<file path="src/verilog/tcv_pkg.sv">
package tcv_pkg;
  // Register byte offsets on the AHB-Lite slave
  localparam logic [7:0] CMP1_CTRL_OFF = 8'h00;
  localparam logic [7:0] CMP2_CTRL_OFF = 8'h04;
  localparam logic [7:0] CMP3_CTRL_OFF = 8'h08;
  localparam logic [7:0] STATUS_OFF = 8'h0C;
  localparam logic [7:0] VREF_CTRL_OFF = 8'h10;
  localparam logic [7:0] IDLE_CTRL_OFF = 8'h14;
  // Comparator control field positions
  localparam int CC_ENABLE_BIT = 15;
  localparam int CC_PINOUT_BIT = 14;
  localparam int CC_INVERT_BIT = 13;
  localparam int CC_EVENT_BIT = 9;
  localparam int CC_RESULT_BIT = 8;
  localparam int CC_EDGE_LSB = 6;
  localparam int CC_NONINV_BIT = 4;
  localparam int CC_CHAN_LSB = 0;
  // Status field positions
  localparam int ST_IDLE_BIT = 15;
  localparam int ST_EVT_LSB = 8;
  localparam int ST_OUT_LSB = 0;
  // Reference control field positions
  localparam int VR_POWER_BIT = 7;
  localparam int VR_PIN_BIT = 6;
  localparam int VR_RANGE_BIT = 5;
  localparam int VR_SOURCE_BIT = 4;
  localparam int VR_LEVEL_LSB = 0;
  // Reset values
  localparam logic [15:0] CC_RESET = 16'h0000;
  localparam logic [7:0] VR_RESET = 8'h00;
  // Inverting input channel codes
  localparam logic [1:0] CH_PIN_B = 2'h0;
  localparam logic [1:0] CH_PIN_C = 2'h1;
  localparam logic [1:0] CH_PIN_D = 2'h2;
  localparam logic [1:0] CH_HALF_BG = 2'h3;
  // Event edge select codes
  localparam logic [1:0] EV_OFF = 2'h0;
  localparam logic [1:0] EV_RISE = 2'h1;
  localparam logic [1:0] EV_FALL = 2'h2;
  localparam logic [1:0] EV_ANY = 2'h3;
  // AHB transfer type, size and response codes
  localparam logic [1:0] HTRANS_NONSEQ = 2'h2;
  localparam logic [2:0] HSIZE_WORD = 3'h2;
  localparam logic HRESP_OKAY = 1'b0;

  // Per-comparator software settings
  typedef struct packed {
    logic enable;
    logic pin_out;
    logic output_invert;
    logic [1:0] event_edge_select;
    logic noninv_source_select;
    logic [1:0] inverting_channel_select;
  } tcv_cmp_cfg_t;

  // Reference generator settings
  typedef struct packed {
    logic reference_power_enable;
    logic reference_pin_enable;
    logic reference_range_select;
    logic reference_source_select;
    logic [3:0] reference_level_code;
  } tcv_vref_cfg_t;
endpackage : tcv_pkg

</file>
<file path="src/verilog/tcv_top.sv">
// Summary of operation
// - Reference bit picks programmable reference or pin A
// - Channel code picks B, C, D or half bandgap
// - Idle suppress bit masks interrupts while idle
// - Status bits 10..8 mirror event flags
// - Status bits 2..0 mirror comparator outputs
// - Unimplemented status and reference bits read zero
// - Reference enable bit powers reference circuit
// - Reference output enable connects reference pin
// - Range bit selects fine or offset coarse range
// - Source bit picks external reference or supply
// - Level code sets output level in range
// - Event flag sets, blocks retrigger until cleared
// - Edge field: off, rise, fall, or any change
// - Invert bit inverts reported comparator output
//
// Chosen here: the AHB-Lite register port and the address map.
module tcv_top #(
  parameter int NUM_CMP = 3 // Comparator count
) (
  input wire logic SYS_CLK, // System clock, 40 MHz
  input wire logic SRST, // Synchronous reset, active high
  input wire logic HSEL, // AHB slave select
  input wire logic [31:0] HADDR, // AHB address
  input wire logic [1:0] HTRANS, // AHB transfer type
  input wire logic HWRITE, // AHB write
  input wire logic [2:0] HSIZE, // AHB size
  input wire logic [31:0] HWDATA, // AHB write data
  input wire logic HREADY, // AHB bus ready
  output logic [31:0] HRDATA, // AHB read data
  output logic HREADYOUT, // AHB slave ready
  output logic HRESP, // AHB response
  input wire logic IDLE_MODE, // Device is in Idle mode
  input wire logic [NUM_CMP-1:0] RAW_CMP_OUT, // Async comparator results
  output logic [NUM_CMP-1:0] CMP_ENABLE, // Comparator power on
  output logic [NUM_CMP-1:0] CMP_PIN_OUT_EN, // Comparator output to pin
  output logic [NUM_CMP-1:0] NONINV_USE_REF, // Non-inverting from reference
  output logic [2*NUM_CMP-1:0] INV_CHANNEL, // Inverting input mux code
  output logic [NUM_CMP-1:0] CMP_RESULT, // Reported (polarised) outputs
  output logic [NUM_CMP-1:0] CMP_IRQ, // One-cycle event interrupt pulses
  output logic [NUM_CMP-1:0] CMP_TRIGGER, // One-cycle event trigger pulses
  output logic VREF_POWER, // Reference circuit powered
  output logic VREF_PIN_EN, // Reference drives its pin
  output logic VREF_FINE_RANGE, // Fine range, step of 1/24
  output logic VREF_EXT_SOURCE, // External reference pins as source
  output logic [3:0] VREF_LEVEL, // Level code
  output logic [7:0] VREF_FRACTION // Level as fraction of source, /96
);

  // Only three status mirror slots exist per field
  if (NUM_CMP < 1 || NUM_CMP > 3) begin : g_num_cmp_check
    $error("NUM_CMP must be 1 to 3");
  end

  // Settings and flags
  tcv_pkg::tcv_cmp_cfg_t cfg_q [NUM_CMP]; // Per-comparator settings
  tcv_pkg::tcv_vref_cfg_t vref_q; // Reference settings
  logic [NUM_CMP-1:0] evt_q; // Sticky event flags
  logic idle_sup_q; // Idle interrupt suppress
  logic [NUM_CMP-1:0] sync1_q; // Synchroniser first stage
  logic [NUM_CMP-1:0] sync2_q; // Synchroniser second stage
  logic [NUM_CMP-1:0] res_q; // Previous reported result
  logic [NUM_CMP-1:0] res_d; // Current reported result
  logic [NUM_CMP-1:0] fire_d; // Event condition this cycle
  logic [NUM_CMP-1:0] trig_q; // Registered trigger pulses
  logic [NUM_CMP-1:0] irq_q; // Registered interrupt pulses
  logic idle_s1_q; // Idle level sync stage 1
  logic idle_s2_q; // Idle level sync stage 2
  // Bus data phase capture
  logic wr_pend_q; // Write data phase pending
  logic [7:0] addr_q; // Captured byte offset
  logic [31:0] rdata_q; // Read data register
  logic addr_ok; // Address phase accepted
  logic [31:0] rd_word; // Read mux output

  // Map an offset onto a comparator index, NUM_CMP when none
  function automatic int cmp_index(input logic [7:0] off);
    int idx;
    idx = NUM_CMP;
    for (int i = 0; i < NUM_CMP; i++) begin
      if (off == tcv_pkg::CMP1_CTRL_OFF + 8'(4 * i)) begin
        idx = i;
      end
    end
    return idx;
  endfunction

  // Pack a comparator control word for reading
  function automatic logic [15:0] cc_word(input tcv_pkg::tcv_cmp_cfg_t c,
                                          input logic evt, input logic res);
    logic [15:0] w;
    w = 16'h0000;
    w[tcv_pkg::CC_ENABLE_BIT] = c.enable;
    w[tcv_pkg::CC_PINOUT_BIT] = c.pin_out;
    w[tcv_pkg::CC_INVERT_BIT] = c.output_invert;
    w[tcv_pkg::CC_EVENT_BIT] = evt;
    w[tcv_pkg::CC_RESULT_BIT] = res;
    w[tcv_pkg::CC_EDGE_LSB +: 2] = c.event_edge_select;
    w[tcv_pkg::CC_NONINV_BIT] = c.noninv_source_select;
    w[tcv_pkg::CC_CHAN_LSB +: 2] = c.inverting_channel_select;
    return w;
  endfunction

  // Address phase accepted on a selected, ready NONSEQ transfer; HSIZE is not decoded
  assign addr_ok = HSEL && HREADY && HTRANS == tcv_pkg::HTRANS_NONSEQ;

  // Comparator outputs are asynchronous, so two flops before any use
  always_ff @(posedge SYS_CLK) begin
    if (SRST) begin
      sync1_q <= '0;
      sync2_q <= '0;
      idle_s1_q <= 1'b0;
      idle_s2_q <= 1'b0;
    end else begin
      sync1_q <= RAW_CMP_OUT;
      sync2_q <= sync1_q;
      idle_s1_q <= IDLE_MODE;
      idle_s2_q <= idle_s1_q;
    end
  end

  // Polarity and edge detection on the synchronised result
  always_comb begin
    for (int i = 0; i < NUM_CMP; i++) begin
      res_d[i] = sync2_q[i] ^ cfg_q[i].output_invert;
      // Direction flips with the invert bit: codes name raw-side edges
      case (cfg_q[i].event_edge_select)
        tcv_pkg::EV_OFF: fire_d[i] = 1'b0;
        tcv_pkg::EV_RISE: fire_d[i] = cfg_q[i].output_invert ? (res_q[i] && !res_d[i])
                                                             : (!res_q[i] && res_d[i]);
        tcv_pkg::EV_FALL: fire_d[i] = cfg_q[i].output_invert ? (!res_q[i] && res_d[i])
                                                             : (res_q[i] && !res_d[i]);
        tcv_pkg::EV_ANY: fire_d[i] = res_q[i] != res_d[i];
        default: fire_d[i] = 1'b0;
      endcase
      // Disabled comparator never raises an event
      if (!cfg_q[i].enable) begin
        fire_d[i] = 1'b0;
      end
    end
  end

  // Previous result register for edge comparison
  always_ff @(posedge SYS_CLK) begin
    if (SRST) begin
      res_q <= '0;
    end else begin
      res_q <= res_d;
    end
  end

  // Sticky event flags; set wins over a same-cycle software clear
  always_ff @(posedge SYS_CLK) begin
    if (SRST) begin
      evt_q <= '0;
    end else begin
      for (int i = 0; i < NUM_CMP; i++) begin
        if (fire_d[i]) begin
          evt_q[i] <= 1'b1;
        end else if (wr_pend_q && cmp_index(addr_q) == i) begin
          evt_q[i] <= HWDATA[tcv_pkg::CC_EVENT_BIT];
        end
      end
    end
  end

  // Trigger and interrupt pulses, blocked while the flag stands
  always_ff @(posedge SYS_CLK) begin
    if (SRST) begin
      trig_q <= '0;
      irq_q <= '0;
    end else begin
      trig_q <= fire_d & ~evt_q;
      irq_q <= fire_d & ~evt_q & {NUM_CMP{!(idle_sup_q && idle_s2_q)}};
    end
  end

  // Bus address phase capture; always zero wait states
  always_ff @(posedge SYS_CLK) begin
    if (SRST) begin
      wr_pend_q <= 1'b0;
      addr_q <= 8'h00;
    end else begin
      wr_pend_q <= addr_ok && HWRITE;
      if (addr_ok) begin
        addr_q <= HADDR[7:0];
      end
    end
  end

  // Comparator settings written in the data phase
  always_ff @(posedge SYS_CLK) begin
    if (SRST) begin
      for (int i = 0; i < NUM_CMP; i++) begin
        cfg_q[i] <= '0;
      end
    end else if (wr_pend_q && cmp_index(addr_q) < NUM_CMP) begin
      cfg_q[cmp_index(addr_q)] <= '{
        enable: HWDATA[tcv_pkg::CC_ENABLE_BIT],
        pin_out: HWDATA[tcv_pkg::CC_PINOUT_BIT],
        output_invert: HWDATA[tcv_pkg::CC_INVERT_BIT],
        event_edge_select: HWDATA[tcv_pkg::CC_EDGE_LSB +: 2],
        noninv_source_select: HWDATA[tcv_pkg::CC_NONINV_BIT],
        inverting_channel_select: HWDATA[tcv_pkg::CC_CHAN_LSB +: 2]
      };
    end
  end

  // Status idle bit and reference register
  always_ff @(posedge SYS_CLK) begin
    if (SRST) begin
      idle_sup_q <= 1'b0;
      vref_q <= tcv_pkg::VR_RESET;
    end else if (wr_pend_q) begin
      if (addr_q == tcv_pkg::STATUS_OFF) begin
        idle_sup_q <= HWDATA[tcv_pkg::ST_IDLE_BIT];
      end
      if (addr_q == tcv_pkg::VREF_CTRL_OFF) begin
        vref_q <= HWDATA[7:0];
      end
    end
  end

  // Read mux; unmapped offsets and unused bits read zero
  always_comb begin
    rd_word = 32'h0000_0000;
    if (cmp_index(HADDR[7:0]) < NUM_CMP) begin
      for (int i = 0; i < NUM_CMP; i++) begin
        if (cmp_index(HADDR[7:0]) == i) begin
          rd_word[15:0] = cc_word(cfg_q[i], evt_q[i], res_d[i]);
        end
      end
    end else if (HADDR[7:0] == tcv_pkg::STATUS_OFF) begin
      rd_word[tcv_pkg::ST_IDLE_BIT] = idle_sup_q;
      rd_word[tcv_pkg::ST_EVT_LSB +: NUM_CMP] = evt_q;
      rd_word[tcv_pkg::ST_OUT_LSB +: NUM_CMP] = res_d;
    end else if (HADDR[7:0] == tcv_pkg::VREF_CTRL_OFF) begin
      rd_word[7:0] = vref_q;
    end
  end

  // Read data register loads at the address phase
  always_ff @(posedge SYS_CLK) begin
    if (SRST) begin
      rdata_q <= 32'h0000_0000;
    end else if (addr_ok && !HWRITE) begin
      rdata_q <= rd_word;
    end
  end

  assign HRDATA = rdata_q;
  assign HREADYOUT = 1'b1;
  assign HRESP = tcv_pkg::HRESP_OKAY;

  // Analog side controls
  always_comb begin
    for (int i = 0; i < NUM_CMP; i++) begin
      CMP_ENABLE[i] = cfg_q[i].enable;
      CMP_PIN_OUT_EN[i] = cfg_q[i].pin_out;
      NONINV_USE_REF[i] = cfg_q[i].noninv_source_select;
      INV_CHANNEL[2*i +: 2] = cfg_q[i].inverting_channel_select;
    end
  end

  assign CMP_RESULT = res_q;
  assign CMP_IRQ = irq_q;
  assign CMP_TRIGGER = trig_q;
  assign VREF_POWER = vref_q.reference_power_enable;
  assign VREF_PIN_EN = vref_q.reference_pin_enable;
  assign VREF_FINE_RANGE = vref_q.reference_range_select;
  assign VREF_EXT_SOURCE = vref_q.reference_source_select;
  assign VREF_LEVEL = vref_q.reference_level_code;
  // Fraction in 1/96ths: code*4 in fine, 24 + code*3 in coarse
  assign VREF_FRACTION = vref_q.reference_range_select
      ? {2'b00, vref_q.reference_level_code, 2'b00}
      : 8'(8'd24 + 8'(vref_q.reference_level_code) * 8'd3);

  // Flag rises the cycle after a qualifying event
  property p_evt_sets;
    @(posedge SYS_CLK) disable iff (SRST)
      fire_d[0] |=> evt_q[0];
  endproperty
  a_evt_sets: assert property (p_evt_sets) else $error("event flag not set");

  property p_no_retrigger;
    @(posedge SYS_CLK) disable iff (SRST)
      $past(evt_q[0]) && evt_q[0] |-> !trig_q[0];
  endproperty
  a_no_retrigger: assert property (p_no_retrigger) else $error("retrigger while flagged");

  property p_idle_mask;
    @(posedge SYS_CLK) disable iff (SRST)
      idle_sup_q && idle_s2_q |=> !CMP_IRQ[0] || !$past(idle_s2_q);
  endproperty
  a_idle_mask: assert property (p_idle_mask) else $error("irq in idle");

  property p_invert;
    @(posedge SYS_CLK) disable iff (SRST)
      res_d[0] == (sync2_q[0] ^ cfg_q[0].output_invert);
  endproperty
  a_invert: assert property (p_invert) else $error("polarity wrong");

  property p_sync;
    @(posedge SYS_CLK) disable iff (SRST)
      ##2 sync2_q == $past(RAW_CMP_OUT, 2);
  endproperty
  a_sync: assert property (p_sync) else $error("sync depth wrong");

  property p_any_edge;
    @(posedge SYS_CLK) disable iff (SRST)
      cfg_q[0].enable && cfg_q[0].event_edge_select == tcv_pkg::EV_ANY
        && res_q[0] != res_d[0] |-> fire_d[0];
  endproperty
  a_any_edge: assert property (p_any_edge) else $error("any edge missed");

  property p_off;
    @(posedge SYS_CLK) disable iff (SRST)
      cfg_q[0].event_edge_select == tcv_pkg::EV_OFF |-> !fire_d[0];
  endproperty
  a_off: assert property (p_off) else $error("event while disabled");

  property p_vref_zero;
    @(posedge SYS_CLK) disable iff (SRST)
      addr_ok && !HWRITE && HADDR[7:0] == tcv_pkg::VREF_CTRL_OFF |=> HRDATA[31:8] == 24'h0;
  endproperty
  a_vref_zero: assert property (p_vref_zero) else $error("reserved bits set");

  property p_fraction;
    @(posedge SYS_CLK) disable iff (SRST)
      !VREF_FINE_RANGE |-> VREF_FRACTION >= 8'd24 && VREF_FRACTION <= 8'd69;
  endproperty
  a_fraction: assert property (p_fraction) else $error("coarse level off");

  // A software clear with no new event drops the flag
  property p_evt_clear;
    @(posedge SYS_CLK) disable iff (SRST)
      wr_pend_q && addr_q == tcv_pkg::CMP1_CTRL_OFF && !HWDATA[tcv_pkg::CC_EVENT_BIT]
        && !fire_d[0] |=> !evt_q[0];
  endproperty
  a_evt_clear: assert property (p_evt_clear) else $error("event flag not cleared");

  // Trigger lasts one cycle, the flag blocks the next
  property p_trig_once;
    @(posedge SYS_CLK) disable iff (SRST)
      CMP_TRIGGER[0] |=> !CMP_TRIGGER[0];
  endproperty
  a_trig_once: assert property (p_trig_once) else $error("trigger repeated");

  // An interrupt only ever rides along with a trigger
  property p_irq_with_trig;
    @(posedge SYS_CLK) disable iff (SRST)
      CMP_IRQ[0] |-> CMP_TRIGGER[0];
  endproperty
  a_irq_with_trig: assert property (p_irq_with_trig) else $error("irq without trigger");

endmodule // tcv_top
</file>
<file path="config.mk">
export PLATFORM = sky130hd
export DESIGN_NAME = tcv_top
export DESIGN_NICKNAME = d
export VERILOG_FILES = /design/src/verilog/tcv_pkg.sv /design/src/verilog/tcv_top.sv
export SDC_FILE = /design/constraint.sdc
export NUM_CORES = 1
export LEC_CHECK = 0
export BUFFER_PORTS_ARGS = -buffer_cell sky130_fd_sc_hd__buf_2
export CAP_MARGIN = 20
export CORE_MARGIN = 2
export CORE_UTILIZATION = 25
export CTS_BUF_LIST = sky130_fd_sc_hd__clkbuf_4 sky130_fd_sc_hd__clkbuf_8 sky130_fd_sc_hd__clkbuf_16
export DETAILED_ROUTE_END_ITERATION = 8
export SKIP_LAST_GASP = 1
export SLEW_MARGIN = 25
export SYNTH_ARGS = -nofsm -noshare
export SYNTH_HDL_FRONTEND = slang
export SYNTH_SLANG_ARGS = --single-unit
</file>
<file path="constraint.sdc">
create_clock -name SYS_CLK -period 4.3 [get_ports SYS_CLK]
set_clock_uncertainty 0.2 [all_clocks]
set_input_delay 0.43 -clock SYS_CLK [delete_from_list [all_inputs] [get_ports SYS_CLK]]
set_output_delay 0.43 -clock SYS_CLK [all_outputs]
set_load 0.01 [all_outputs]
</file>
==> results of run 1 <==
## power breakdown
part | internal (mW) | switching, mW | total (mW) | leakage, nW
registers | 0.757 | 0.0149 | 0.772 | 0.668
logic | 0.0429 | 0.0711 | 0.114 | 1.15
clock network | 0.450 | 0.280 | 0.731 | 0.143
total | 1.25 | 0.366 | 1.62 | 1.96
## area by class of cell
cell class | instances | share of cell area
Clock buffer | 10 | 0.0517
Clock inverter | 6 | 0.0125
Inverter | 12 | 0.0100
Multi-Input combinational cell | 259 | 0.389
Sequential cell | 76 | 0.391
Tap cell | 188 | 0.0522
Timing Repair Buffer | 84 | 0.0939
## state kept, by name (all words and copies together) (netlist names), 4 cells and up
| name | count |
|---|---|
| HRDATA | 14 |
| VREF_LEVEL | 4 |
| cfg_q | 24 |
| addr_q | 8 |
## placed cells by master (no fill, tap or decap), types with 12 or more instances in the layout
cell / instances
a21oi_1: 18
and2_1: 27
buf_2: 83
conb_1: 21
dfxtp_1: 52
edfxtp_1: 24
inv_1: 12
mux2i_1: 19
nand2_1: 28
nand3b_1: 12
nor2_1: 33
nor2b_1: 12
## per-layer routing
layer	track usage	share of wire	vias to the layer above
met5	0	0	-
li1	-	-	1382
met4	0.0388	0.015	0
met1	0.149	0.43	1420
met2	0.203	0.49	101
met3	0.0260	0.058	15
## worst max-delay path, stage by stage (launching register included)
cell	delay, ns
dfxtp_1	0.47
ha_1	0.26
inv_1	0.07
fa_1	0.45
nor2_1	0.12
nand2_1	0.07
a21oi_1	0.19
xnor2_1	0.15
buf_2	0.15
## kinds of logic after synthesis
group,Yosys count
and+or+nand+nor,149
DFF,76
buffers and inverters,59
AOI/OAI and AO/OA,47
muxes,24
adders and majority gates,13
xor gates and xnor gates,5
other,2
## final timing paths
check	endpoint	slack, ns	cells past startpoint
min reg2reg	sync2_q[2]	0.24	1
max	VREF_FRACTION[5]	1.42	8
min	idle_s1_q	0.13	2
max reg2reg	evt_q[0]	1.74	7
## through the flow
step	instances	setup slack (ns)	utilization
finish	635	1.42	0.300
global route	635	1.32	0.300
global placement	619	1.83	0.280
floorplan	394	1.88	-
CTS	635	1.41	0.300
detailed placement	619	1.77	0.280
==> impl_metrics.env, run 1 <==
export IMPL_grt_pass1_vias=2856
export IMPL_rsz0062_at_grt="false"
export IMPL_cap_viol_max_count=0
export IMPL_cp_max_fo=8
export IMPL_r2r_start="cfg_q[0][5]"
export IMPL_crit_type="flip-flop to primary output"
export IMPL_rows=45
export IMPL_clockRootBuffer="clkbuf_16"
export IMPL_crit_start="VREF_LEVEL[2]"
export IMPL_numCtsBuffers=9
export IMPL_syn_avg_cell_area_um2=10.1
export IMPL_fin_crit_ns=2.88
export IMPL_worstPathArrival_ns=2.25
export IMPL_muxShareOfSynthArea=0.0738
export IMPL_yosysMostFrequentCell="dfxtp_1"
export IMPL_cts_clk_slew_worst_paths_ns=0.06
export IMPL_ys_seq_area_frac=0.464
export IMPL_required_ns=3.67
export IMPL_total_leakage_power_nw=1.96
export IMPL_port_buffers=83
export IMPL_dieArea_mm2=0.0162
export IMPL_grt_use_total=0.119
export IMPL_synth_top_family_by_area="simple AND/OR/NAND/NOR gates"
export IMPL_synth_distinct_cells=50
export IMPL_drive_above_1_share=0.266
export IMPL_ios=152
export IMPL_hp_start="IDLE_MODE"
export IMPL_tightest_slew_ns=0.743
export IMPL_yosys_warnings=0
export IMPL_core_mm2=0.0150
export IMPL_place_gp_congestion=0.823
export IMPL_dr_first_iter_drc_count=121
export IMPL_maxSlewHeadroom=0.498
export IMPL_nFillCells=1532
export IMPL_synth_flop_cell="dfxtp_1"
export IMPL_power_density_mw_per_mm2=359
export IMPL_setup_viol=0
export IMPL_synth_simple_area_share=0.228
export IMPL_status="finished, final reports clean"
export IMPL_die_h_um=127
export IMPL_synth_seq_cells=76
export IMPL_finalHoldViolCount=0
export IMPL_drv_slew=0
export IMPL_drc=0
export IMPL_multi_input_area_mm2=0.00175
export IMPL_grt_max_degree=50
export IMPL_start_kind="flip-flop"
export IMPL_synthArstFlopShare=0
export IMPL_antenna_left=0
export IMPL_die_w_um=127
export IMPL_antenna_found_initial=0
export IMPL_cts_resized=0
export IMPL_start_util=0.253
export IMPL_antenna_cells=0
export IMPL_clk_latency_ns=0.33
export IMPL_fin_crit_sh=0.670
export IMPL_synth_fa_ha_area_frac=0.0468
export IMPL_place_hpwl_mm=7.31
export IMPL_firstDrtPassIters=4
export IMPL_wl_mm=9.71
export IMPL_hold_class="input pin to flip-flop"
export IMPL_wire_per_inst_um=15.3
export IMPL_routed_via_density=4.60
export IMPL_clock_path_buffers=2
export IMPL_post_cts_buffers=0
export IMPL_cts_hold_buf=0
export IMPL_clock_sinks=76
export IMPL_max_freq_mhz=347
export IMPL_synth_common_cells="dfxtp_1 (52), buf_4 (36), nor2_1 (33)"
export IMPL_synth_top_area_share=0.274
export IMPL_nets=533
export IMPL_regArea_mm2=0.00176
export IMPL_netlist_top_cells_area="dfxtp_1 (27%), edfxtp_1 (19%), buf_4 (7.1%)"
export IMPL_area_growth_pct=18.5
export IMPL_synth_edf_count=24
export IMPL_post_dp_cell_area_mm2=0.00422
export IMPL_hold_slack_ns=0.126
export IMPL_grt_pass1_wl_mm=15.0
export IMPL_netlist_area_mm2=0.00380
export IMPL_grt_ovfl_total=0
export IMPL_htreeDepth=3
export IMPL_synth_cells=375
export IMPL_synth_top_area_cell="dfxtp_1"
export IMPL_synth_compound_area_frac=0.0800
export IMPL_finalPower_mw=1.62
export IMPL_cts_tree="built"
export IMPL_peakVddDrop_mv=0.158
export IMPL_fin_tns_setup_ns=0
export IMPL_stdcell_area_mm2=0.00450
export IMPL_vias=2918
export IMPL_synth_xor_area_frac=0.0115
export IMPL_end_kind="primary output"
No activity file was read; power rests on OpenSTA's default activity.
==> run 2, diff against run 1 <==
--- a/config.mk
+++ b/config.mk
@@ -5,6 +5,7 @@
 export SDC_FILE = /design/constraint.sdc
 export NUM_CORES = 1
 export LEC_CHECK = 0
+export ABC_AREA = 1
 export BUFFER_PORTS_ARGS = -buffer_cell sky130_fd_sc_hd__buf_2
 export CAP_MARGIN = 20
 export CORE_MARGIN = 2
==> constraint.sdc (replaced) <==
create_clock -name SYS_CLK -period 2.35 [get_ports SYS_CLK]
set_clock_uncertainty 0.2 [all_clocks]
set_input_delay 0.235 -clock SYS_CLK [delete_from_list [all_inputs] [get_ports SYS_CLK]]
set_output_delay 0.235 -clock SYS_CLK [all_outputs]
set_load 0.01 [all_outputs]
==> run 2 against run 1 <==
  * Final cell count increased by 26%
  * Clock-buffer cell count unchanged
  * Highest routed layer is now met5
  * Combinational power increased by 120%
  * Critical path type unchanged
  * Sequential power increased by 83%
  * Via count increased by 12%
==> impl_metrics.env, run 2 <==
export IMPL_crit_type="flip-flop to primary output"
export IMPL_synth_top_area_cell="dfxtp_1"
export IMPL_final_common_cell="buf_2"
export IMPL_ios=152
export IMPL_reg2reg_to="cfg_q[2][6]"
export IMPL_routed_via_density=4.11
export IMPL_r2r_start="addr_q[5]"
export IMPL_regMostFlops="cfg_q"
export IMPL_die_w_um=130
export IMPL_wire_per_inst_um=13.2
export IMPL_end_kind="primary output"
export IMPL_antenna_left=0
export IMPL_finalPower_mw=3.04
export IMPL_synth_common_cells="nand2_1 (81), nor2_1 (71), inv_1 (66)"
export IMPL_clockRootBuffer="clkbuf_16"
export IMPL_netlist_area_mm2=0.00396
export IMPL_max_freq_mhz=428
export IMPL_clock_path_buffers=2
export IMPL_status="finished, final reports clean"
export IMPL_post_route_util=0.317
export IMPL_nets=671
export IMPL_firstDrtPassIters=4
export IMPL_cts_tree="built"
export IMPL_antenna_found_initial=2
export IMPL_nFillCells=1683
export IMPL_largest_register_ffs=24
export IMPL_core_mm2=0.0153
export IMPL_holdPathEnd="addr_q[4]"
export IMPL_synth_edf_count=24
export IMPL_cp_max_fo=5
export IMPL_fin_crit_ns=2.33
export IMPL_final_cell_mix="buf_2 (83), nand2_1 (81), nor2_1 (71)"
export IMPL_hp_start="HADDR[4]"
export IMPL_yosys_warnings=0
export IMPL_met1_usage=0.163
export IMPL_synthArstFlopShare=0
export IMPL_setup_viol=0
export IMPL_drv_slew=0
export IMPL_post_dp_cell_area_mm2=0.00442
export IMPL_total_leakage_power_nw=2.23
export IMPL_clock_sinks=76
export IMPL_use_met3=0.0406
export IMPL_dieArea_mm2=0.0168
export IMPL_layoutNonFillerInstCount=797
export IMPL_synth_seq_cells=76
export IMPL_drive_above_1_share=0.239
export IMPL_power_density_mw_per_mm2=626
export IMPL_grt_use_total=0.131
export IMPL_grt_pass1_vias=3075
export IMPL_start_util=0.258
export IMPL_grt_pass1_wl_mm=16.5
export IMPL_synth_flop_cell="dfxtp_1"
export IMPL_port_buffers=83
export IMPL_yosysMostFrequentCell="nand2_1"
export IMPL_met2_usage=0.215
export IMPL_vias=3274
export IMPL_hold_class="input pin to flip-flop"
export IMPL_die_h_um=130
export IMPL_worstPathArrival_ns=1.90
export IMPL_cts_clk_slew_worst_paths_ns=0.06
export IMPL_htreeDepth=3
export IMPL_synth_top_area_share=0.263
export IMPL_wl_mm=10.5
export IMPL_syn_avg_cell_area_um2=7.93
export IMPL_fin_crit_sh=0.993
export IMPL_fin_tns_setup_ns=0
export IMPL_hold_depth=3
export IMPL_clk_latency_ns=0.34
export IMPL_numCtsBuffers=9
export IMPL_dr_first_iter_drc_count=196
export IMPL_worst_r2r_cell_count=7
export IMPL_start_kind="flip-flop"
export IMPL_rows=45
export IMPL_place_gp_congestion=0.794
export IMPL_netlist_top_cells_area="dfxtp_1 (26%), edfxtp_1 (18%), nand2_1 (7.7%)"
export IMPL_cap_viol_max_count=0
export IMPL_required_ns=1.91
export IMPL_finalHoldViolCount=0
export IMPL_grt_ovfl_total=0
export IMPL_dp_cells=771
export IMPL_grt_max_degree=33
export IMPL_peakVddDrop_mv=0.340
export IMPL_ff2ff_setup_slack_ns=0.28
export IMPL_ys_seq_area_frac=0.445
export IMPL_grt_busiest_layer="met2"
export IMPL_area_growth_pct=22.7
export IMPL_synth_cells=499
export IMPL_rsz0062_at_grt="true"
export IMPL_drc=0
export IMPL_place_hpwl_mm=7.98
export IMPL_synth_distinct_cells=35
export IMPL_stdcell_area_mm2=0.00486
run 2: cell types whose count changed in the layout (fill, tap and decap cells not counted), sizes merged, moves of 11 or more:
cell | previous run | this run
inv | 12 | 72
nand2 | 28 | 85
nor2 | 33 | 80
o21ai | 6 | 42
and2 | 27 | 0
nand3 | 7 | 34
mux2i | 19 | 0
nor2b | 12 | 0
nand3b | 12 | 1
run 2: repair_timing:
action                                  CTS  global route
pin swaps                                 1             1
resized for setup                        13             2
buffers inserted                          2             0
hold endpoints to repair                  7             0
endpoints found under the setup margin    4             3
hold buffers                              7             0
run 2: cell families (layout without fill, tap and decap cells):
kind of cell / Yosys count / count (layout) / share of synthesized area
AND/OR/NAND/NOR: 212 / 212 / 0.249
buffers and inverters: 118 / 185 / 0.151
flip-flops: 76 / 76 / 0.445
AO/OA/AOI/OAI: 74 / 74 / 0.0977
adder cells (fa/ha/maj): 13 / 13 / 0.0449
XOR/XNOR: 4 / 4 / 0.0108
other: 2 / 22 / 0.00190
run 2: how the worst max path moves through the flow:
stage             startpoint                to  slack (ns)  cells after the start
3_3_place_gp   VREF_LEVEL[2]  VREF_FRACTION[4]        0.14                      6
3_5_place_dp   VREF_LEVEL[2]  VREF_FRACTION[4]        0.15                      6
6_report       VREF_LEVEL[1]  VREF_FRACTION[3]        0.02                      6
4_1_cts        VREF_LEVEL[1]  VREF_FRACTION[3]        0.01                      6
5_1_grt        VREF_LEVEL[1]  VREF_FRACTION[3]       -0.05                      6
2_1_floorplan  VREF_LEVEL[2]  VREF_FRACTION[4]        0.17                      5
run 2: per-stage QoR:
step / hold WS (ns) / worst slack (ns)
global route: 0.0279 / -0.0472
detailed placement: 0.201 / 0.152
CTS: 0.00160 / 0.0131
finish: 0.00743 / 0.0154
floorplan: 0.142 / 0.167
global placement: 0.195 / 0.145
run 2: area by class of cell:
class	count	area, µm²	area share
diodes	1	2.50	0.000515
clock buffers	10	233	0.0479
clock inverters	6	65.1	0.0134
inverters	72	270	0.0557
multi-input cells	324	1710	0.352
flip-flops and latches	76	1770	0.365
well taps	211	264	0.0544
repair buffers	97	538	0.111
run 2: worst max-delay path: stages (launching register included):
cell and delay, ns:
dfxtp_4 0.36, ha_4 0.24, ha_4 0.16, fa_2 0.52
nand2_1 0.05, o21ai_1 0.08, buf_2 0.14
run 2: where the power goes:
part	total, mW	internal, mW	switching [mW]
sequential	1.41	1.38	0.0257
combinational	0.249	0.0830	0.166
clock	1.38	0.832	0.548
total	3.04	2.30	0.740
run 2: metal layers:
layer  wire (µm)  up-vias
met5          11        -
met4         205        2
met3         717       15
met2        5010       79
met1        4600     1483
li1            -     1695
